### config.mk
export PLATFORM = sky130hd
export DESIGN_NAME = pxr_dev_flat
export DESIGN_NICKNAME = d
export VERILOG_FILES = /design/src/rtl/pxr_pkg.sv /design/src/rtl/pxr_bus_if.sv /design/src/rtl/pxr_dev.sv /design/src/rtl/pxr_page0_bank.sv /design/src/flat_wrapper.sv
export VERILOG_INCLUDE_DIRS = /design/src /design/src/rtl
export SDC_FILE = /design/constraint.sdc
export NUM_CORES = 1
export LEC_CHECK = 0
export ABC_AREA = 0
export BUFFER_PORTS_ARGS = -buffer_cell sky130_fd_sc_hd__buf_2
export CAP_MARGIN = 25
export CORE_ASPECT_RATIO = 2
export CORE_MARGIN = 5
export CORE_UTILIZATION = 53
export DETAILED_ROUTE_END_ITERATION = 12
export PLACE_DENSITY = 0.74
export SLEW_MARGIN = 20
export SYNTH_ARGS = -nofsm -noshare
export SYNTH_HDL_FRONTEND = slang
export SYNTH_HIERARCHICAL = 1
export SYNTH_SLANG_ARGS = --single-unit
### constraint.sdc
create_clock -name CLK -period 7 [get_ports CLK]
set_input_delay 1.4 -clock CLK [delete_from_list [all_inputs] [get_ports CLK]]
set_output_delay 1.4 -clock CLK [all_outputs]
set_load 0.01 [all_outputs]
### src/rtl/pxr_map.svh
// register offsets, field positions and reset values of the paged bank
`ifndef PXR_MAP_SVH
`define PXR_MAP_SVH
// primary registers seen on the host link
`define PXR_A_FUNC_ACCESS 8'h01
`define PXR_A_PAGE_SELECT 8'h02
`define PXR_A_PAGE_ADDR   8'h08
`define PXR_A_PAGE_DATA   8'h09
`define PXR_A_PAGE_RW     8'h17
`define PXR_B_SPACE_EN    7
`define PXR_B_PAGE_WRITE  6
`define PXR_B_PAGE_READ   5
`define PXR_F_PAGE_HI     3
`define PXR_F_PAGE_LO     0
`define PXR_PAGE0         4'h0
`define PXR_PAGE1         4'h1
// page 0 bank, one byte per entry
`define PXR_P0_NREG       18
`define PXR_A_GBX_L       8'h6e
`define PXR_A_GBX_H       8'h6f
`define PXR_A_GBY_L       8'h70
`define PXR_A_GBY_H       8'h71
`define PXR_A_GBZ_L       8'h72
`define PXR_A_GBZ_H       8'h73
`define PXR_A_GAIN_L      8'hba
`define PXR_A_GAIN_H      8'hbb
`define PXR_A_OFFX_L      8'hc0
`define PXR_A_OFFX_H      8'hc1
`define PXR_A_OFFY_L      8'hc2
`define PXR_A_OFFY_H      8'hc3
`define PXR_A_OFFZ_L      8'hc4
`define PXR_A_OFFZ_H      8'hc5
`define PXR_A_C11_L       8'hc6
`define PXR_A_C11_H       8'hc7
`define PXR_A_C12_L       8'hc8
`define PXR_A_C12_H       8'hc9
`define PXR_R_ZERO        8'h00
`define PXR_R_GAIN_L      8'h24
`define PXR_R_GAIN_H      8'h16
`define PXR_R_C11_H       8'h3c
// bank entry index of each 16-bit value (low byte)
`define PXR_I_GBX         0
`define PXR_I_GBY         2
`define PXR_I_GBZ         4
`define PXR_I_GAIN        6
`define PXR_I_OFFX        8
`define PXR_I_OFFY        10
`define PXR_I_OFFZ        12
`define PXR_I_C11         14
`define PXR_I_C12         16
`endif

### src/rtl/pxr_pkg.sv
// shared types of the paged register bank and its host
package pxr_pkg;
	// 16-bit half-precision value: sign, exponent, fraction
	typedef struct packed {
		logic       sign;
		logic [4:0] expo;
		logic [9:0] frac;
	} pxr_half_s;

	typedef struct packed {
		logic       en;
		logic       rd_mode;
		logic       wr_mode;
		logic [3:0] page;
		logic [7:0] paddr;
		logic [7:0] rdata;
		logic       ack;
	} pxr_dev_s;

	typedef struct packed {
		logic [17:0][7:0] mem;
	} pxr_bank_s;

	typedef enum logic [3:0] {
		H_IDLE, H_ENABLE, H_MODE, H_PAGE, H_ADDR, H_DATA, H_MCLR, H_DISABLE
	} pxr_hstate_e;

	typedef struct packed {
		pxr_hstate_e st;
		logic        req;
		logic        we;
		logic [7:0]  addr;
		logic [7:0]  wdata;
		logic        wr;
		logic [3:0]  page;
		logic [7:0]  base;
		logic [7:0]  cnt;
		logic [7:0]  rdata;
		logic        rvalid;
		logic        done;
	} pxr_host_s;
endpackage
### src/rtl/pxr_bus_if.sv
// byte register link between host processor and paged bank
`timescale 1ns/1ns
interface pxr_bus_if;
	logic       req;
	logic       we;
	logic [7:0] addr;
	logic [7:0] wdata;
	logic [7:0] rdata;
	logic       ack;
	modport host (output req, we, addr, wdata, input rdata, ack);
	modport dev  (input req, we, addr, wdata, output rdata, ack);
endinterface

### src/rtl/pxr_dev.sv
// device end: primary paging registers and the page 0 bank behind them
`timescale 1ns/1ns
`include "pxr_map.svh"
module pxr_dev #(
	parameter int NREG = `PXR_P0_NREG
) (
	input  wire logic         CLK,            // 20 MHz system clock
	input  wire logic         SRST,           // synchronous reset
	input  wire logic         CE,             // clock enable
	pxr_bus_if.dev            BUS,            // host register link
	output pxr_pkg::pxr_half_s GYRO_BIAS_X,   // fusion gyro bias x
	output pxr_pkg::pxr_half_s GYRO_BIAS_Y,   // fusion gyro bias y
	output pxr_pkg::pxr_half_s GYRO_BIAS_Z,   // fusion gyro bias z
	output pxr_pkg::pxr_half_s EXT_GAIN,      // external sensor gain
	output pxr_pkg::pxr_half_s EXT_OFF_X,     // external offset x
	output pxr_pkg::pxr_half_s EXT_OFF_Y,     // external offset y
	output pxr_pkg::pxr_half_s EXT_OFF_Z,     // external offset z
	output pxr_pkg::pxr_half_s EXT_COEF_11,   // rotation row1 col1
	output pxr_pkg::pxr_half_s EXT_COEF_12,   // rotation row1 col2
	output pxr_pkg::pxr_half_s EXT_COEF_21,   // rotation row2 col1
	output logic              EXT_COMP_ACTIVE,// state engine input altered
	output logic              SPACE_OPEN,     // embedded space reachable
	output logic [3:0]        PAGE_NOW        // page currently selected
);
	// two bytes make one half-float value
	localparam int PAIR = 2;

	pxr_pkg::pxr_dev_s    s_reg;
	pxr_pkg::pxr_dev_s    s_next;
	logic                 take;
	logic                 bank_we;
	logic [7:0]           bank_rdata;
	logic                 bank_hit;
	logic                 on_page0;
	logic                 data_acc;
	logic [NREG-1:0][7:0] regs;
	logic                 off_zero;
	logic                 mat_unity;
	logic                 bank_rd;
	pxr_pkg::pxr_half_s   half_v [NREG / PAIR];

	if (NREG != `PXR_P0_NREG) begin : g_chk
		$error("pxr_dev: NREG must match the page 0 map");
	end

	// the bank answers only for page 0; other pages read as zero
	assign on_page0 = (s_reg.page == `PXR_PAGE0);

	// storage follows the paging pointer; writes land at the taking edge
	pxr_page0_bank #(
		.NREG (NREG)
	) u_bank (
		.clk   (CLK),
		.srst  (SRST),
		.ce    (CE),
		.wr_en (bank_we),
		.addr  (s_reg.paddr),
		.wdata (BUS.wdata),
		.rdata (bank_rdata),
		.hit   (bank_hit),
		.regs  (regs)
	);

	// a request is taken when raised and not already answered
	assign take = BUS.req && !s_reg.ack;

	// a data access counts only while the space is open and the mode matching its direction is set
	always_comb begin
		data_acc = 1'b0;
		if (take && s_reg.en && (BUS.addr == `PXR_A_PAGE_DATA)) begin
			data_acc = BUS.we ? s_reg.wr_mode : s_reg.rd_mode;
		end
	end

	// write reaches storage only in write mode and on page 0
	assign bank_we = data_acc && BUS.we && on_page0;

	// read byte comes from storage only for a mapped page 0 entry
	assign bank_rd = data_acc && !BUS.we && on_page0 && bank_hit;

	// register decode and paging state
	always_comb begin
		s_next     = s_reg;
		s_next.ack = 1'b0;
		if (take) begin
			s_next.ack   = 1'b1;
			s_next.rdata = `PXR_R_ZERO;
			case (BUS.addr)
				`PXR_A_FUNC_ACCESS: begin
					// only the enable bit is kept; the rest read zero
					if (BUS.we) begin
						s_next.en = BUS.wdata[`PXR_B_SPACE_EN];
					end else begin
						s_next.rdata[`PXR_B_SPACE_EN] = s_reg.en;
					end
				end
				`PXR_A_PAGE_SELECT: begin
					// bits above the page field are dropped
					if (s_reg.en) begin
						if (BUS.we) begin
							s_next.page =
								BUS.wdata[`PXR_F_PAGE_HI:`PXR_F_PAGE_LO];
						end else begin
							s_next.rdata[`PXR_F_PAGE_HI:`PXR_F_PAGE_LO] =
								s_reg.page;
						end
					end
				end
				`PXR_A_PAGE_ADDR: begin
					if (s_reg.en) begin
						if (BUS.we) begin
							s_next.paddr = BUS.wdata;
						end else begin
							s_next.rdata = s_reg.paddr;
						end
					end
				end
				`PXR_A_PAGE_RW: begin
					if (s_reg.en) begin
						if (BUS.we) begin
							s_next.rd_mode = BUS.wdata[`PXR_B_PAGE_READ];
							s_next.wr_mode = BUS.wdata[`PXR_B_PAGE_WRITE];
						end else begin
							s_next.rdata[`PXR_B_PAGE_READ]  = s_reg.rd_mode;
							s_next.rdata[`PXR_B_PAGE_WRITE] = s_reg.wr_mode;
						end
					end
				end
				`PXR_A_PAGE_DATA: begin
					// pages without storage read zero and drop writes
					if (bank_rd) begin
						s_next.rdata = bank_rdata;
					end
				end
				default: begin
					// unmapped primary address: reads zero, writes ignored
				end
			endcase
			// step on so a run of consecutive registers needs data only
			// an access refused for a wrong mode leaves the pointer still
			if (data_acc) begin
				s_next.paddr = s_reg.paddr + 8'h01;
			end
		end
	end

	// single state register; clock enable freezes everything
	always_ff @(posedge CLK) begin
		if (SRST) begin
			s_reg <= '0;
		end else if (CE) begin
			s_reg <= s_next;
		end
	end

	// answer and read byte come straight from flops
	assign BUS.ack   = s_reg.ack;
	assign BUS.rdata = s_reg.rdata;

	// little-endian byte pairs viewed as half floats, one per value
	for (genvar v = 0; v < NREG / PAIR; v++) begin : g_half
		assign half_v[v] = {regs[PAIR * v + 1], regs[PAIR * v]};
	end

	// each output picks its value by the index of its low byte
	assign GYRO_BIAS_X = half_v[`PXR_I_GBX / PAIR];
	assign GYRO_BIAS_Y = half_v[`PXR_I_GBY / PAIR];
	assign GYRO_BIAS_Z = half_v[`PXR_I_GBZ / PAIR];
	assign EXT_GAIN    = half_v[`PXR_I_GAIN / PAIR];
	assign EXT_OFF_X   = half_v[`PXR_I_OFFX / PAIR];
	assign EXT_OFF_Y   = half_v[`PXR_I_OFFY / PAIR];
	assign EXT_OFF_Z   = half_v[`PXR_I_OFFZ / PAIR];
	assign EXT_COEF_11 = half_v[`PXR_I_C11 / PAIR];

	// symmetric matrix: one stored coefficient feeds both positions
	assign EXT_COEF_12 = half_v[`PXR_I_C12 / PAIR];
	assign EXT_COEF_21 = EXT_COEF_12;

	// offsets zero and unity diagonal with zero cross term: no correction
	assign off_zero  = (EXT_OFF_X == '0) && (EXT_OFF_Y == '0)
		&& (EXT_OFF_Z == '0);
	assign mat_unity = (regs[`PXR_I_C11] == `PXR_R_ZERO)
		&& (regs[`PXR_I_C11 + 1] == `PXR_R_C11_H)
		&& (EXT_COEF_12 == '0);
	// only the state engine path sees this; fusion data is untouched
	assign EXT_COMP_ACTIVE = !(off_zero && mat_unity);

	// status views of the paging registers
	assign SPACE_OPEN = s_reg.en;
	assign PAGE_NOW   = s_reg.page;
endmodule

### src/rtl/pxr_page0_bank.sv
// page 0 storage: fusion gyro bias and external sensor compensation
`timescale 1ns/1ns
`include "pxr_map.svh"
module pxr_page0_bank #(
	parameter int NREG = `PXR_P0_NREG
) (
	input  wire logic       clk,      // system clock
	input  wire logic       srst,     // synchronous reset
	input  wire logic       ce,       // clock enable
	input  wire logic       wr_en,    // write strobe
	input  wire logic [7:0] addr,     // paged address
	input  wire logic [7:0] wdata,    // write byte
	output logic      [7:0] rdata,    // read byte, zero if unmapped
	output logic            hit,      // address names an entry
	output logic [NREG-1:0][7:0] regs // all stored bytes
);
	localparam logic [7:0] ENT_ADDR [NREG] = '{
		`PXR_A_GBX_L, `PXR_A_GBX_H, `PXR_A_GBY_L, `PXR_A_GBY_H,
		`PXR_A_GBZ_L, `PXR_A_GBZ_H, `PXR_A_GAIN_L, `PXR_A_GAIN_H,
		`PXR_A_OFFX_L, `PXR_A_OFFX_H, `PXR_A_OFFY_L, `PXR_A_OFFY_H,
		`PXR_A_OFFZ_L, `PXR_A_OFFZ_H, `PXR_A_C11_L, `PXR_A_C11_H,
		`PXR_A_C12_L, `PXR_A_C12_H};
	localparam logic [7:0] ENT_RST [NREG] = '{
		`PXR_R_ZERO, `PXR_R_ZERO, `PXR_R_ZERO, `PXR_R_ZERO,
		`PXR_R_ZERO, `PXR_R_ZERO, `PXR_R_GAIN_L, `PXR_R_GAIN_H,
		`PXR_R_ZERO, `PXR_R_ZERO, `PXR_R_ZERO, `PXR_R_ZERO,
		`PXR_R_ZERO, `PXR_R_ZERO, `PXR_R_ZERO, `PXR_R_C11_H,
		`PXR_R_ZERO, `PXR_R_ZERO};

	pxr_pkg::pxr_bank_s s_reg;
	pxr_pkg::pxr_bank_s s_next;
	pxr_pkg::pxr_bank_s s_rst;
	logic [NREG-1:0]     hit_v;
	logic [NREG-1:0][7:0] rd_v;

	if (NREG != `PXR_P0_NREG) begin : g_chk
		$error("pxr_page0_bank: NREG must match the page 0 map");
	end

	// per-entry decode, reset image and read gating
	for (genvar i = 0; i < NREG; i++) begin : g_ent
		assign hit_v[i]     = (addr == ENT_ADDR[i]);
		assign s_rst.mem[i] = ENT_RST[i];
		assign rd_v[i]      = hit_v[i] ? s_reg.mem[i] : `PXR_R_ZERO;
	end

	assign hit  = |hit_v;
	assign regs = s_reg.mem;

	// read mux: only one entry can match, so an OR tree is enough
	always_comb begin
		rdata = `PXR_R_ZERO;
		for (int j = 0; j < NREG; j++) begin
			rdata = rdata | rd_v[j];
		end
	end

	// writes to unmapped addresses fall through and are dropped
	always_comb begin
		s_next = s_reg;
		for (int j = 0; j < NREG; j++) begin
			if (wr_en && hit_v[j]) begin
				s_next.mem[j] = wdata;
			end
		end
	end

	always_ff @(posedge clk) begin
		if (srst) begin
			s_reg <= s_rst;
		end else if (ce) begin
			s_reg <= s_next;
		end
	end
endmodule

### src/flat_wrapper.sv
// flat-port wrapper written by rule: the top's interface ports become plain ports
module pxr_dev_flat 
#(
	parameter int NREG = `PXR_P0_NREG
)
  (CLK, SRST, CE, GYRO_BIAS_X, GYRO_BIAS_Y, GYRO_BIAS_Z, EXT_GAIN, EXT_OFF_X, EXT_OFF_Y, EXT_OFF_Z, EXT_COEF_11, EXT_COEF_12, EXT_COEF_21, EXT_COMP_ACTIVE, SPACE_OPEN, PAGE_NOW, BUS_req, BUS_we, BUS_addr, BUS_wdata, BUS_rdata, BUS_ack);
  pxr_bus_if BUS_i ();
  input  wire logic CLK;
  input  wire logic SRST;
  input  wire logic CE;
  output pxr_pkg::pxr_half_s GYRO_BIAS_X;
  output pxr_pkg::pxr_half_s GYRO_BIAS_Y;
  output pxr_pkg::pxr_half_s GYRO_BIAS_Z;
  output pxr_pkg::pxr_half_s EXT_GAIN;
  output pxr_pkg::pxr_half_s EXT_OFF_X;
  output pxr_pkg::pxr_half_s EXT_OFF_Y;
  output pxr_pkg::pxr_half_s EXT_OFF_Z;
  output pxr_pkg::pxr_half_s EXT_COEF_11;
  output pxr_pkg::pxr_half_s EXT_COEF_12;
  output pxr_pkg::pxr_half_s EXT_COEF_21;
  output logic EXT_COMP_ACTIVE;
  output logic SPACE_OPEN;
  output logic [3:0] PAGE_NOW;
  input wire logic [$bits(BUS_i.req)-1:0] BUS_req;
  input wire logic [$bits(BUS_i.we)-1:0] BUS_we;
  input wire logic [$bits(BUS_i.addr)-1:0] BUS_addr;
  input wire logic [$bits(BUS_i.wdata)-1:0] BUS_wdata;
  output wire logic [$bits(BUS_i.rdata)-1:0] BUS_rdata;
  output wire logic [$bits(BUS_i.ack)-1:0] BUS_ack;
  assign BUS_i.req = BUS_req;
  assign BUS_i.we = BUS_we;
  assign BUS_i.addr = BUS_addr;
  assign BUS_i.wdata = BUS_wdata;
  assign BUS_rdata = BUS_i.rdata;
  assign BUS_ack = BUS_i.ack;
  pxr_dev #(.NREG(NREG)) u_core (.CLK(CLK), .SRST(SRST), .CE(CE), .BUS(BUS_i), .GYRO_BIAS_X(GYRO_BIAS_X), .GYRO_BIAS_Y(GYRO_BIAS_Y), .GYRO_BIAS_Z(GYRO_BIAS_Z), .EXT_GAIN(EXT_GAIN), .EXT_OFF_X(EXT_OFF_X), .EXT_OFF_Y(EXT_OFF_Y), .EXT_OFF_Z(EXT_OFF_Z), .EXT_COEF_11(EXT_COEF_11), .EXT_COEF_12(EXT_COEF_12), .EXT_COEF_21(EXT_COEF_21), .EXT_COMP_ACTIVE(EXT_COMP_ACTIVE), .SPACE_OPEN(SPACE_OPEN), .PAGE_NOW(PAGE_NOW));
endmodule
# [After elaboration in Yosys (flattened, before gate mapping)]
# Cells that the tools add are included.
# W data, S select, Z words.
[word_totals] reg_bits=168 latch_bits=0 ramBits=0 romBits=0 out_inout_bits=175 word_cells=170 n_memories=0
[op_classes] add_sub_neg=1 mul=0 div_mod_pow=0 magnitude_cmp=0 eq_ne=24 n_shift=0 n_mux=36 bitwise=17 n_reduce_logical=67
[op_table] operator="$mux W8" count=23
[op_table] operator="$or A8 B8 Y8" count=17
[op_table] operator="$eq A8 B8 Y1 const B" count=12
[op_table] operator="$logic_not A16 Y1" count=4
[op_table] operator="$eq A8 B7 Y1 const B" count=6
[op_table] operator="$reduce_and A2 Y1" count=19
[op_table] operator="$logic_and A1 B1 Y1" count=31
[op_table] operator="$reduce_or A18 Y1" count=1
[op_table] operator="$eq A8 B4 Y1 const B" count=2
[op_table] operator="$mux W16" count=1
[op_table] operator="$reduce_and A5 Y1" count=3
[op_table] operator="$pmux W4 S3" count=1
[op_table] operator="$add A8 B1 Y8 const B" count=1
[op_table] operator="$eq A8 B1 Y1 const B" count=1
[op_table] operator="$eq A8 B2 Y1 const B" count=1
[op_table] operator="$eq A8 B5 Y1 const B" count=1
[op_table] operator="$eq A8 B6 Y1 const B" count=1
[op_table] operator="$logic_not A8 Y1" count=1
[op_table] operator="$mux W4" count=2
[op_table] operator="$pmux W2 S3" count=1
[op_table] operator="$reduce_bool A2 Y1" count=3
[op_table] operator="$logic_not A4 Y1" count=1
[op_table] operator="$mux W1" count=4
[op_table] operator="$mux W2" count=2
[op_table] operator="4 further kinds" count=6

# [Longest topological paths before layout]
# Gate-level depths: netlist (run 1).
[depth] ltp_word=21 mapped_depth=12 mapped_depth_nobuf=9

# [Modules after synthesis]
# Netlist (run 1), hierarchy kept.
[by_module_without_submodules] mod="pxr_page0_bank" instances=1 cells_per_inst=783 area_per_inst_um2=6790.3
[by_module_without_submodules] mod="pxr_dev" instances=1 cells_per_inst=248 area_per_inst_um2=2004.4

# [Least setup slack after synthesis (run 1)]
# Ideal clock, no wire load.
[synth_path] path_kind="input port to flip-flop" startpoint="input port BUS_addr[5]" endpoint="register u_core.u_bank.s_reg (netlist bit u_core/u_bank/regs[0])" arrival_ns=3.612 t_required_ns=6.872 slack_ns=3.261 stages=12 cell_sequence="nor3_1 > and4_1 > buf_4 > buf_4 > and3_1 > nand2_1 > nor3_1 > clkbuf_1 > and2_1 > buf_6 > mux2i_1 > nor2_1"
[synth_via] elab_chain_len=7
[synth_rtl] item="start, declared" line_no="flat_wrapper.sv:26" text="input wire logic [$bits(BUS_i.addr)-1:0] BUS_addr;"
[synth_rtl] item="$eq A8 B4 Y1 (no line)"
[synth_rtl] item="$logic_and A1 B1 Y1" line_no="pxr_dev.sv:70" text="if (take && s_reg.en && (BUS.addr == `PXR_A_PAGE_DATA)) begin"
[synth_rtl] item="$mux W1" line_no="pxr_dev.sv:70"
[synth_rtl] item="$logic_and A1 B1 Y1 (2 in series)" line_no="pxr_dev.sv:76" text="assign bank_we = data_acc && BUS.we && on_page0;"
[synth_rtl] item="net u_core.bank_we" line_no="pxr_dev.sv:31" text="logic bank_we;"
[synth_rtl] item="$logic_and A1 B1 Y1" line_no="pxr_page0_bank.sv:62" text="if (wr_en && hit_v[j]) begin"
[synth_rtl] item="$reduce_and A2 Y1 (no line)"
[synth_rtl] item="end signal, assigned" line_no="pxr_page0_bank.sv:70" text="s_reg <= s_rst;"
[synth_rtl] item="end signal, assigned" line_no="pxr_page0_bank.sv:72" text="s_reg <= s_next;"
[synth_rtl] item="end, declared" line_no="pxr_page0_bank.sv:30" text="pxr_pkg::pxr_bank_s s_reg;"
# The timed path passes the listed nets, and every way through them passes these cells.
# A chain may end at the register's enable or synchronous reset.

# [Final worst setup path (run 1)]
[layout_path] startpoint="input port BUS_addr[4]" endpoint="register u_core.u_bank.s_reg (netlist bit u_core/u_bank/regs[37])"
# The elaborated chain is that of the path after synthesis.

==> reports/qor.csv, run 1 <==
stage;metric;value;unit
drt;vias;9070;
drt;routed_wl;34190;microns
power;cellPowerDensity;195.2;mW/mm^2
synthesis;ys_top_cells_by_count;168 x dfxtp_1, 106 x nand2_1, 99 x nor2_1, 95 x mux2i_1, 82 x a21oi_1;
power;p_int;1.476;mW
synthesis;synth-main-ff-cell;dfxtp_1;
sta;slew_violations;0;
flow_run;maxCapViolations;0;
critical_path;r2r_cells;8;
placement;globalplace.congestion;0.9829;
sta;finalSetupViolCount;0;
grt;grt_max_degree;111;
floorplan;rows;66;
floorplan;fp.dieW;101.1;microns
synthesis;async_reset_ff_share;0;%
layout;diodes;0;
critical_path;cp_max_fo;23;
synthesis;ys_types;77;
sta;hold_viol_final;0;
drt;avgRoutedWirePerCell;25.07;microns
drt;drtIter0Drc;1068;
synthesis;yosysTopAreaCellShare;38.24;%
placement;hpwl;24020;microns
sta;post-route-period-util;72.51;%
layout;drive_gt1_share;23.97;%
cts;cts_buffer_depth;2;
floorplan;core-area;0.01627;sq mm
synthesis;synth_cells;1031;
synthesis;synth.area.top_cells;dfxtp_1 38%, mux2i_1 11%, a21oi_1 4.7%, nand2_1 4.5%, nand3_1 4.4%;
cts;cts_made_buffers;17;
drt;ant_nets;0;
critical_path;end_kind;flop;
synthesis;synth_top_area_cell;dfxtp_1;
synthesis;avgSynthCellArea;8.530;sq um
critical_path;crit_chain;buf_2, nor4b_4, and4_1, and3_1, nand2_1, nor3_2, and2_1, mux2i_1, nor2_1;
sta;fin_crit;5076;ps
sta;rsz0062_at_grt;false;
cts;cts_htree_levels;4;
cts;cts_tree;yes;
drt;drcViolationCount;0;
cts;cts_root_buffer;clkbuf_16;
synthesis;ys_warn_count;6;
power;power_leakage;4.094;nW
cts;holdBufCountCts;0;
synthesis;syn_area;0.008795;sq mm
hold_path;hold_class;reg -> reg;
sta;clock.fmax;197.0;MHz
synthesis;ys_seq_elements;168;
grt;grt_antenna_before_repair;0;
placement;io_buffers;195;
critical_path;timing.rr.end;u_core/u_bank/regs[37];
grt;grt_pass1_wl;50780;microns
synthesis;ys_seq_area_share;38.24;%
sta;clock_skew;11.74;ps
grt;overflow;0;
cts;cts_setup_buffers;0;
critical_path;crit_path_start_kind;primary input;
critical_path;crit_slowest_cell;and4_1;
sta;relSlewSlack;26.59;%
power;switching_share;25.05;%
sta;tightestPinTransition;1095;ps
critical_path;critPathKind;in -> reg;
drt;drtPass1Iterations;6;
hold_path;hold_start;u_core/BUS.rdata[7];
hold_path;worstHoldEndpoint;u_core/BUS.rdata[7];
cts;cts_resized;0;
placement;post-place-cells;1330;
critical_path;cp.arrival;5380;ps
critical_path;r2r_start;u_core/SPACE_OPEN;
synthesis;syn-num-nets;1053;
grt;grt_pass1_vias;8678;
floorplan;dieArea;0.01943;sq mm
grt;grt.total_usage;34.47;%
critical_path;max_stage_delay;900;ps
hold_path;whs_path_depth;2;
layout;area_delta_synth_final;14.71;%
power;switching_power;0.4931;mW
power;combPwrFrac;3.4;%
layout;largest_reg_flops;144;
layout;nets;1169;
power;power_frac_clock;48.0;%
sta;setup_tns;0;ps
synthesis;synth_most_common_cell;dfxtp_1;
critical_path;r2r_slack;3030;ps
cts;clk_latency;440;ps
power;vdd_drop_max;163.9;uV
power;seqPwrFrac;48.6;%
run_status;status;finished clean;
floorplan;ios;196;
cts;cts_sinks;168;
cts;clk_pin_slew;70;ps
critical_path;critPathBufInv;1;
drt;viasPerCell;6.650;
critical_path;path_delay_family;simple AND/OR/NAND/NOR gates;
layout;instances_no_fill;1364;
synthesis;synth_edf_count;0;
critical_path;cp_data_required_time;7300;ps
floorplan;initial_core_util;54.06;%
floorplan;die_y;192.2;microns
-- tightest hold or removal path, delay by kind of cell (launching register included) --
family	cells	cell delay [ps]
flops	1	320
compound gates	1	50
simple gates	1	40
-- power by group through the flow --
| stage | clock, mW | sequential [mW] | combinational, mW |
|---|---|---|---|
| floorplan | 0 | 0.978 | 0.0391 |
| global placement | 0 | 0.978 | 0.0631 |
| detailed placement | 0 | 0.978 | 0.0632 |
| CTS | 0.949 | 0.956 | 0.0635 |
| global route | 0.992 | 0.956 | 0.0701 |
| finish | 0.945 | 0.956 | 0.0674 |
-- cells by family (layout without fill, tap and decap cells) --
kind of cell / Yosys count / count (layout) / synth area share (%)
and+or+nand+nor: 421 / 421 / 25.67
buffers and inverters: 124 / 253 / 7.825
AOI/OAI and AO/OA: 215 / 215 / 16.16
DFF: 168 / 168 / 38.24
adders and majority gates: 1 / 1 / 0.1422
muxes: 102 / 102 / 11.96
-- area by class of cell --
| cell class | instances | area [sq um] |
|---|---|---|
| timing repair buffer | 206 | 1085 |
| sequential | 168 | 3366 |
| tap | 204 | 255.2 |
| fill | 1522 | 6180 |
| clock inverter | 15 | 152.6 |
| clock buffer | 17 | 425.4 |
| inverter | 15 | 56.30 |
| multi-input combinational | 739 | 4748 |
-- cells in the final DEF (no fill, tap or decap), types with 11 or more instances in the layout --
cell type	instances
buf_2	194
nand2b_1	15
nor2_1	99
dfxtp_1	166
nand3_1	78
a21oi_1	82
nand2_1	106
inv_1	13
clkbuf_16	17
a211oi_1	15
mux2i_1	95
o21ai_0	26
and3_1	13
nor4_1	19
a32oi_1	11
-- routing by layer --
layer	global-route usage (%)	part of all wire (%)
met3	8.252	9.1
met4	27.55	8.9
met2	56.00	48
met5	0	0
met1	37.38	34
-- worst max path at each step --
stage           startpoint                       to  cells past startpoint
4_1_cts        BUS_addr[4]   u_core/u_bank/regs[37]                      9
6_report       BUS_addr[4]   u_core/u_bank/regs[37]                      9
2_1_floorplan  BUS_addr[5]    u_core/u_bank/regs[0]                     12
5_1_grt        BUS_addr[4]   u_core/u_bank/regs[37]                      9
3_3_place_gp   BUS_addr[4]  u_core/u_bank/regs[118]                     10
3_5_place_dp   BUS_addr[4]    u_core/u_bank/regs[7]                      9
-- stage by stage --
step                      utilization, %  power [mW]  cell area [sq um]  hold WS, ps  setup slack, ps
after detailed placement           58.22       1.042               9472        438.4             1695
final                              62.01       1.969              10090        450.2             1924
after global routing               62.01       2.018              10090        470.3             1916
after floorplan                        -       1.018               8795        426.3             3261
after global placement             58.22       1.041               9472        435.4             1752
after CTS                          61.78       1.969              10050        454.6             2113
Power figures use the tool's default switching activity.
==> run 2: changes to the inputs <==
--- a/config.mk
+++ b/config.mk
@@ -11,9 +11,9 @@
 export CAP_MARGIN = 25
 export CORE_ASPECT_RATIO = 2
 export CORE_MARGIN = 5
-export CORE_UTILIZATION = 53
+export CORE_UTILIZATION = 50
 export DETAILED_ROUTE_END_ITERATION = 12
-export PLACE_DENSITY = 0.74
+export PLACE_DENSITY = 0.73
 export SLEW_MARGIN = 20
 export SYNTH_ARGS = -nofsm -noshare
 export SYNTH_HDL_FRONTEND = slang
==> constraint.sdc (replaced) <==
create_clock -name CLK -period 4.1 [get_ports CLK]
set_input_delay 0.82 -clock CLK [delete_from_list [all_inputs] [get_ports CLK]]
set_output_delay 0.82 -clock CLK [all_outputs]
set_load 0.01 [all_outputs]
==> run 2 against run 1 <==
Via count down 0.71%. Wire length about the same. Clock skew increased by 1.3 ps. Critical path type unchanged. Critical endpoint is now u_core/u_bank/regs[109]. Final area rose by 0.32%.
==> reports/qor.csv, run 2 (synthesis gave the netlist of run 1 again) <==
stage;metric;value;unit;change
run_status;status;finished clean;;unchanged
grt;grt_max_degree;80;;was 111
placement;post-place-cells;1344;;was 1,330
drt;viasPerCell;6.545;;was 6.650
power;combPwrFrac;3.5;%;was 3.4%
sta;hold_ws;445.1;ps;was 450.2 ps
placement;globalplace.congestion;0.9792;;was 0.9829
sta;slew_violations;0;;unchanged
power;switching_power;0.8255;mW;was 0.4931 mW
sta;finalSetupViolCount;0;;unchanged
critical_path;cp_max_fo;11;;was 23
grt;grt_antenna_before_repair;0;;unchanged
hold_path;worstHoldEndpoint;u_core/BUS.rdata[3];;was u_core/BUS.rdata[7]
power;cellPowerDensity;330.2;mW/mm^2;was 195.2 mW/mm^2
power;vdd_drop_max;242.3;uV;was 163.9 uV
sta;relSlewSlack;35.24;%;was 26.59%
layout;largest_reg_flops;144;;unchanged
grt;overflow;0;;unchanged
layout;final_cell_mix;194 x buf_2, 166 x dfxtp_1, 106 x nand2_1, 99 x nor2_1, 95 x mux2i_1;;unchanged
hold_path;hold_class;reg -> reg;;unchanged
power;switching_share;24.70;%;was 25.05%
sta;setup_tns;0;ps;unchanged
critical_path;cp.arrival;3440;ps;was 5380 ps
sta;tightestPinTransition;970.1;ps;was 1095 ps
sta;clock.fmax;316.5;MHz;
sta;rsz0062_at_grt;false;;unchanged
layout;instances_no_fill;1376;;was 1,364
floorplan;rows;68;;was 66
cts;cts_root_buffer;clkbuf_16;;unchanged
cts;cts_htree_levels;4;;unchanged
cts;cts_resized;0;;unchanged
power;p_int;2.516;mW;was 1.476 mW
critical_path;timing.rr.end;u_core/BUS.rdata[7];;was u_core/u_bank/regs[37]
layout;area_delta_synth_final;15.08;%;was 14.71%
power;seqPwrFrac;48.9;%;was 48.6%
sta;hold_viol_final;0;;unchanged
drt;routed_wl;34200;microns;was 34,190 microns
sta;clock_skew;13.03;ps;was 11.74 ps
critical_path;critPathKind;in -> reg;;unchanged
layout;stdcell_area;0.01012;sq mm;was 0.01009 sq mm
power;power;3.342;mW;was 1.969 mW
drt;drtPass1Iterations;9;;was 6
layout;drive_gt1_share;24.36;%;was 23.97%
drt;ant_nets;0;;unchanged
flow_run;maxCapViolations;0;;unchanged
cts;clk_latency;440;ps;about the same
drt;drtIter0Drc;996;;was 1,068
cts;cts_buffer_depth;2;;unchanged
critical_path;cp_data_required_time;4380;ps;was 7300 ps
cts;clk_pin_slew;70;ps;about the same
layout;num-fill-cells;1635;;was 1,522
grt;grt_pass1_vias;8663;;was 8,678
hold_path;hold_start;u_core/BUS.rdata[3];;was u_core/BUS.rdata[7]
floorplan;initial_core_util;50.92;%;was 54.06%
critical_path;crit_start;BUS_addr[4];;unchanged
critical_path;crit_path_start_kind;primary input;;unchanged
critical_path;r2r_start;u_core/s_reg[12];;was u_core/SPACE_OPEN
critical_path;r2r_cells;9;;was 8
critical_path;r2r_slack;970;ps;was 3030 ps
cts;cts_sinks;168;;unchanged
drt;avgRoutedWirePerCell;24.85;microns;was 25.07 microns
drt;drcViolationCount;0;;unchanged
placement;hpwl;24240;microns;was 24,020 microns
floorplan;dieArea;0.02050;sq mm;was 0.01943 sq mm
cts;cts_tree;yes;;unchanged
power;power_leakage;4.104;nW;was 4.094 nW
hold_path;whs_path_depth;2;;unchanged
cts;cts_setup_buffers;0;;unchanged
grt;grt_pass1_wl;51200;microns;was 50,780 microns
placement;place_area;0.009539;sq mm;was 0.009472 sq mm
critical_path;end_kind;flop;;unchanged
grt;grt.total_usage;31.80;%;was 34.47%
placement;post-place-ws;667.3;ps;was 1695 ps
floorplan;ios;196;;unchanged
layout;nets;1175;;was 1,169
layout;diodes;0;;unchanged
floorplan;fp.dieW;103.8;microns;was 101.1 microns
cts;cts_made_buffers;17;;unchanged
power;power_frac_clock;47.7;%;was 48.0%
layout;utilization;58.60;%;was 62.01%
placement;io_buffers;195;;unchanged
cts;holdBufCountCts;0;;unchanged
floorplan;core-area;0.01727;sq mm;was 0.01627 sq mm
floorplan;die_y;197.6;microns;was 192.2 microns
sta;post-route-period-util;77.07;%;
sta;setup_slack;940.2;ps;was 1924 ps
drt;vias;9006;;was 9,070
layout;final_common_cell;buf_2;;unchanged
sta;fin_crit;3160;ps;
## run 2: cell count changes in the layout (fill, tap and decap cells not counted)
cell and delta:
buf_6 -1, buf_4 +8, clkinv_4 +1, inv_6 -2
clkinvlp_4 +3, buf_16 -1, clkinv_2 -2
## run 2: area by class of cell
| class | instances | area (sq um) | share of cell area [%] |
|---|---|---|---|
| well taps | 210 | 262.8 | 2.596 |
| flip-flops and latches | 168 | 3366 | 33.25 |
| repair buffers | 212 | 1106 | 10.93 |
| clock buffers | 17 | 425.4 | 4.203 |
| clock inverters | 15 | 156.4 | 1.545 |
| multi-input cells | 739 | 4748 | 46.92 |
| inverters | 15 | 56.30 | 0.5563 |
## run 2: metal layers
layer  vias up  GRT usage, %  wire length, microns  share of wire [%]
li1       3966             -                     -                  -
met1      4256         34.00                 11610                 34
met2       602         55.40                 17040                 50
met3       182         6.052                  2738                8.0
met4         0         23.01                  2798                8.2
met5         -             0                     0                  0
## run 2: power groups by stage
stage	registers, mW	logic, mW	clock network [mW]
CTS	1.63	0.111	1.61
floorplan	1.67	0.0668	0
global route	1.63	0.119	1.68
finish	1.63	0.115	1.59
global placement	1.67	0.110	0
detailed placement	1.67	0.111	0
## run 2: worst max-delay path by stage
| stage | endpoint | depth (start not counted) |
|---|---|---|
| final | u_core/u_bank/regs[109] | 10 |
| after global routing | u_core/BUS.rdata[7] | 9 |
| after global placement | u_core/u_bank/regs[39] | 11 |
| after floorplan | u_core/u_bank/regs[0] | 12 |
| after detailed placement | u_core/u_bank/regs[36] | 11 |
| after CTS | EXT_COMP_ACTIVE | 5 |
## run 2: worst max-delay path: stages
cell	delay [ps]
buf_2	150
nor4b_4	280
buf_4	250
and4_1	230
and3_1	200
nand2_1	150
nor3_2	460
nand2_1	500
mux2i_1	330
nor2_1	60
==> run 3: changes to the inputs <==
--- a/config.mk
+++ b/config.mk
@@ -6,14 +6,14 @@
 export SDC_FILE = /design/constraint.sdc
 export NUM_CORES = 1
 export LEC_CHECK = 0
-export ABC_AREA = 0
+export ABC_AREA = 1
 export BUFFER_PORTS_ARGS = -buffer_cell sky130_fd_sc_hd__buf_2
 export CAP_MARGIN = 25
 export CORE_ASPECT_RATIO = 2
 export CORE_MARGIN = 5
-export CORE_UTILIZATION = 50
+export CORE_UTILIZATION = 53
 export DETAILED_ROUTE_END_ITERATION = 12
-export PLACE_DENSITY = 0.73
+export PLACE_DENSITY = 0.74
 export SLEW_MARGIN = 20
 export SYNTH_ARGS = -nofsm -noshare
 export SYNTH_HDL_FRONTEND = slang
==> constraint.sdc (replaced) <==
create_clock -name CLK -period 3 [get_ports CLK]
set_input_delay 0.6 -clock CLK [delete_from_list [all_inputs] [get_ports CLK]]
set_output_delay 0.6 -clock CLK [all_outputs]
set_load 0.01 [all_outputs]
==> run 3 against run 2 <==
Worst setup slack got worse by 610 ps. Wire length decreased by 8.8%. Final area increased by 3.4%. Non-clock buffer count increased by 1. Power increased by 41%. Synthesized cell count increased by 35%.
==> reports/qor.csv, run 3 <==
stage;metric;value;unit;change
critical_path;end_kind;output port;;was flop
floorplan;initial_core_util;53.65;%;was 50.92%
layout;stdcell_area;0.01047;sq mm;was 0.01012 sq mm
sta;fin_crit;2670;ps;
flow_run;maxCapViolations;0;;unchanged
run_status;status;finished clean;;unchanged
drt;viasPerCell;5.555;;was 6.545
synthesis;avgSynthCellArea;6.476;sq um;was 8.530 sq um
placement;globalplace.congestion;0.9432;;was 0.9792
sta;rsz0062_at_grt;false;;unchanged
drt;avgRoutedWirePerCell;17.88;microns;was 24.85 microns
floorplan;die_y;194.2;microns;was 197.6 microns
power;cellPowerDensity;450.3;mW/mm^2;was 330.2 mW/mm^2
synthesis;yosysTopAreaCellShare;37.39;%;was 38.24%
hold_path;hold_class;reg -> reg;;unchanged
synthesis;syn-num-nets;1411;;was 1,053
sta;post-route-period-util;89.01;%;
cts;cts_tree;yes;;unchanged
grt;grt_max_degree;106;;was 80
synthesis;ys_warn_count;6;;unchanged
sta;setup_tns;0;ps;unchanged
floorplan;rows;67;;was 68
sta;clock_skew;7.217;ps;was 13.03 ps
drt;vias;9688;;was 9,006
floorplan;ios;196;;unchanged
synthesis;syn_area;0.008995;sq mm;was 0.008795 sq mm
synthesis;synth_edf_count;0;;unchanged
layout;drive_gt1_share;20.10;%;was 24.36%
critical_path;crit_chain;nor4_1, nand4_1, nor2_1, nand3_1, buf_2;;was buf_2, nor4b_4, buf_4, and4_1, and3_1, nand2_1, nor3_2, nand2_1, mux2i_1, nor2_1
critical_path;r2r_slack;530;ps;was 970 ps
cts;cts_root_buffer;clkbuf_16;;unchanged
grt;grt_pass1_vias;8846;;was 8,663
synthesis;ys_types;33;;was 77
synthesis;synth_cells;1389;;was 1,031
synthesis;synth-main-ff-cell;dfxtp_1;;unchanged
critical_path;max_stage_delay;490;ps;was 500 ps
synthesis;ys_seq_elements;168;;unchanged
grt;overflow;0;;unchanged
sta;relSlewSlack;49.89;%;was 35.24%
sta;finalSetupViolCount;0;;unchanged
power;vdd_drop_max;377.2;uV;was 242.3 uV
drt;drtIter0Drc;721;;was 996
synthesis;synth.area.top_cells;dfxtp_1 37%, nand2_1 12%, nand3_1 9.3%, nor2_1 7.6%, inv_1 6.6%;;was dfxtp_1 38%, mux2i_1 11%, a21oi_1 4.7%, nand2_1 4.5%, nand3_1 4.4%
layout;area_delta_synth_final;16.39;%;was 15.08%
floorplan;dieArea;0.01984;sq mm;was 0.02050 sq mm
cts;cts_buffer_depth;2;;unchanged
cts;cts_resized;0;;unchanged
cts;cts_setup_buffers;0;;unchanged
sta;clock.fmax;374.5;MHz;
placement;hpwl;22300;microns;was 24,240 microns
critical_path;cp_data_required_time;2400;ps;was 4380 ps
floorplan;core-area;0.01677;sq mm;was 0.01727 sq mm
drt;drcViolationCount;0;;unchanged
sta;tightestPinTransition;748.9;ps;was 970.1 ps
cts;clk_pin_slew;70;ps;about the same
floorplan;fp.dieW;102.1;microns;was 103.8 microns
layout;utilization;62.44;%;was 58.60%
drt;ant_nets;0;;unchanged
layout;largest_reg_flops;144;;unchanged
drt;routed_wl;31190;microns;was 34,200 microns
critical_path;crit_path_start_kind;flop;;was primary input
layout;nets;1546;;was 1,175
power;power;4.714;mW;was 3.342 mW
layout;final_cell_mix;297 x nand2_1, 195 x buf_2, 180 x nor2_1, 168 x dfxtp_1, 167 x nand3_1;;was 194 x buf_2, 166 x dfxtp_1, 106 x nand2_1, 99 x nor2_1, 95 x mux2i_1
drt;drtPass1Iterations;6;;was 9
power;power_leakage;5.218;nW;was 4.104 nW
sta;hold_viol_final;0;;unchanged
critical_path;crit_slowest_cell;nor4_1;;was nand2_1
synthesis;async_reset_ff_share;0;%;unchanged
placement;io_buffers;195;;unchanged
layout;final_common_cell;nand2_1;;was buf_2
critical_path;cp_max_fo;4;;was 11
synthesis;synth_most_common_cell;nand2_1;;was dfxtp_1
critical_path;cp.arrival;2070;ps;was 3440 ps
placement;place_area;0.009849;sq mm;was 0.009539 sq mm
cts;cts_made_buffers;17;;unchanged
cts;cts_htree_levels;4;;unchanged
cts;cts_sinks;168;;unchanged
grt;grt_antenna_before_repair;0;;unchanged
grt;grt.total_usage;30.84;%;was 31.80%
synthesis;ys_top_cells_by_count;297 x nand2_1, 181 x nor2_1, 168 x dfxtp_1, 167 x nand3_1, 157 x inv_1;;was 168 x dfxtp_1, 106 x nand2_1, 99 x nor2_1, 95 x mux2i_1, 82 x a21oi_1
critical_path;critPathKind;reg -> out;;was in -> reg
cts;clk_latency;430;ps;was 440 ps
layout;diodes;0;;unchanged
cts;holdBufCountCts;0;;unchanged
sta;slew_violations;0;;unchanged
grt;grt_pass1_wl;47830;microns;was 51,200 microns
synthesis;synth_top_area_cell;dfxtp_1;;unchanged
synthesis;ys_seq_area_share;37.39;%;was 38.24%
## run 3: path summary, 6_finish.rpt
path,from,endpoint,cells past startpoint
max,u_core/u_bank/regs[65],EXT_COMP_ACTIVE,5
min,u_core/u_bank/regs[21],u_core/u_bank/regs[21],2
max reg2reg,u_core/s_reg[10],u_core/BUS.rdata[2],12
min reg2reg,u_core/u_bank/regs[21],u_core/u_bank/regs[21],2
## run 3: cell type report
cell class                      instances  area (sq um)
Fill cell                            1651          6297
Multi-Input combinational cell        956          4472
Sequential cell                       168          3363
Timing Repair Buffer                  213          1124
Inverter                              168         631.9
Clock buffer                           19         452.9
Tap cell                              207         259.0
Clock inverter                         13         166.4
## run 3: power by group
part,internal (mW),switching (mW)
Combinational,0.0333,0.130
Clock,1.36,0.954
Sequential,2.23,0.000932
Total,3.63,1.09
## run 3: critical path: cells and delay by family, from the launching register on
| family | cells | cell delay (ps) |
|---|---|---|
| and+or+nand+nor | 4 | 1140 |
| buffers and inverters | 1 | 170 |
| DFF | 1 | 350 |
## run 3: layer usage
metal  vias to the layer above  part of all wire [%]  global-route usage [%]
li1                       4684                     -                       -
met1                      4368                    35                   35.72
met2                       527                    51                   51.51
met3                       109                   7.8                   4.177
met4                         0                   6.6                   20.29
met5                         -                     0                       0
## run 3: cell families after synthesis
| family | after synthesis | synth area share, % |
|---|---|---|
| fa+ha+maj | 1 | 0.1391 |
| simple gates | 736 | 36.83 |
| xor+xnor | 5 | 0.4868 |
| buf+inv | 265 | 12.98 |
| flops | 168 | 37.39 |
| compound gates | 214 | 12.17 |
## run 3: metrics by stage
step | worst slack (ps) | instances | hold WS [ps]
floorplan | 629.8 | 1389 | 423.8
global placement | 372.2 | 1712 | 447.0
detailed placement | 317.6 | 1712 | 453.0
CTS | 347.0 | 1744 | 465.5
global route | 334.5 | 1744 | 484.7
finish | 329.7 | 1744 | 464.3
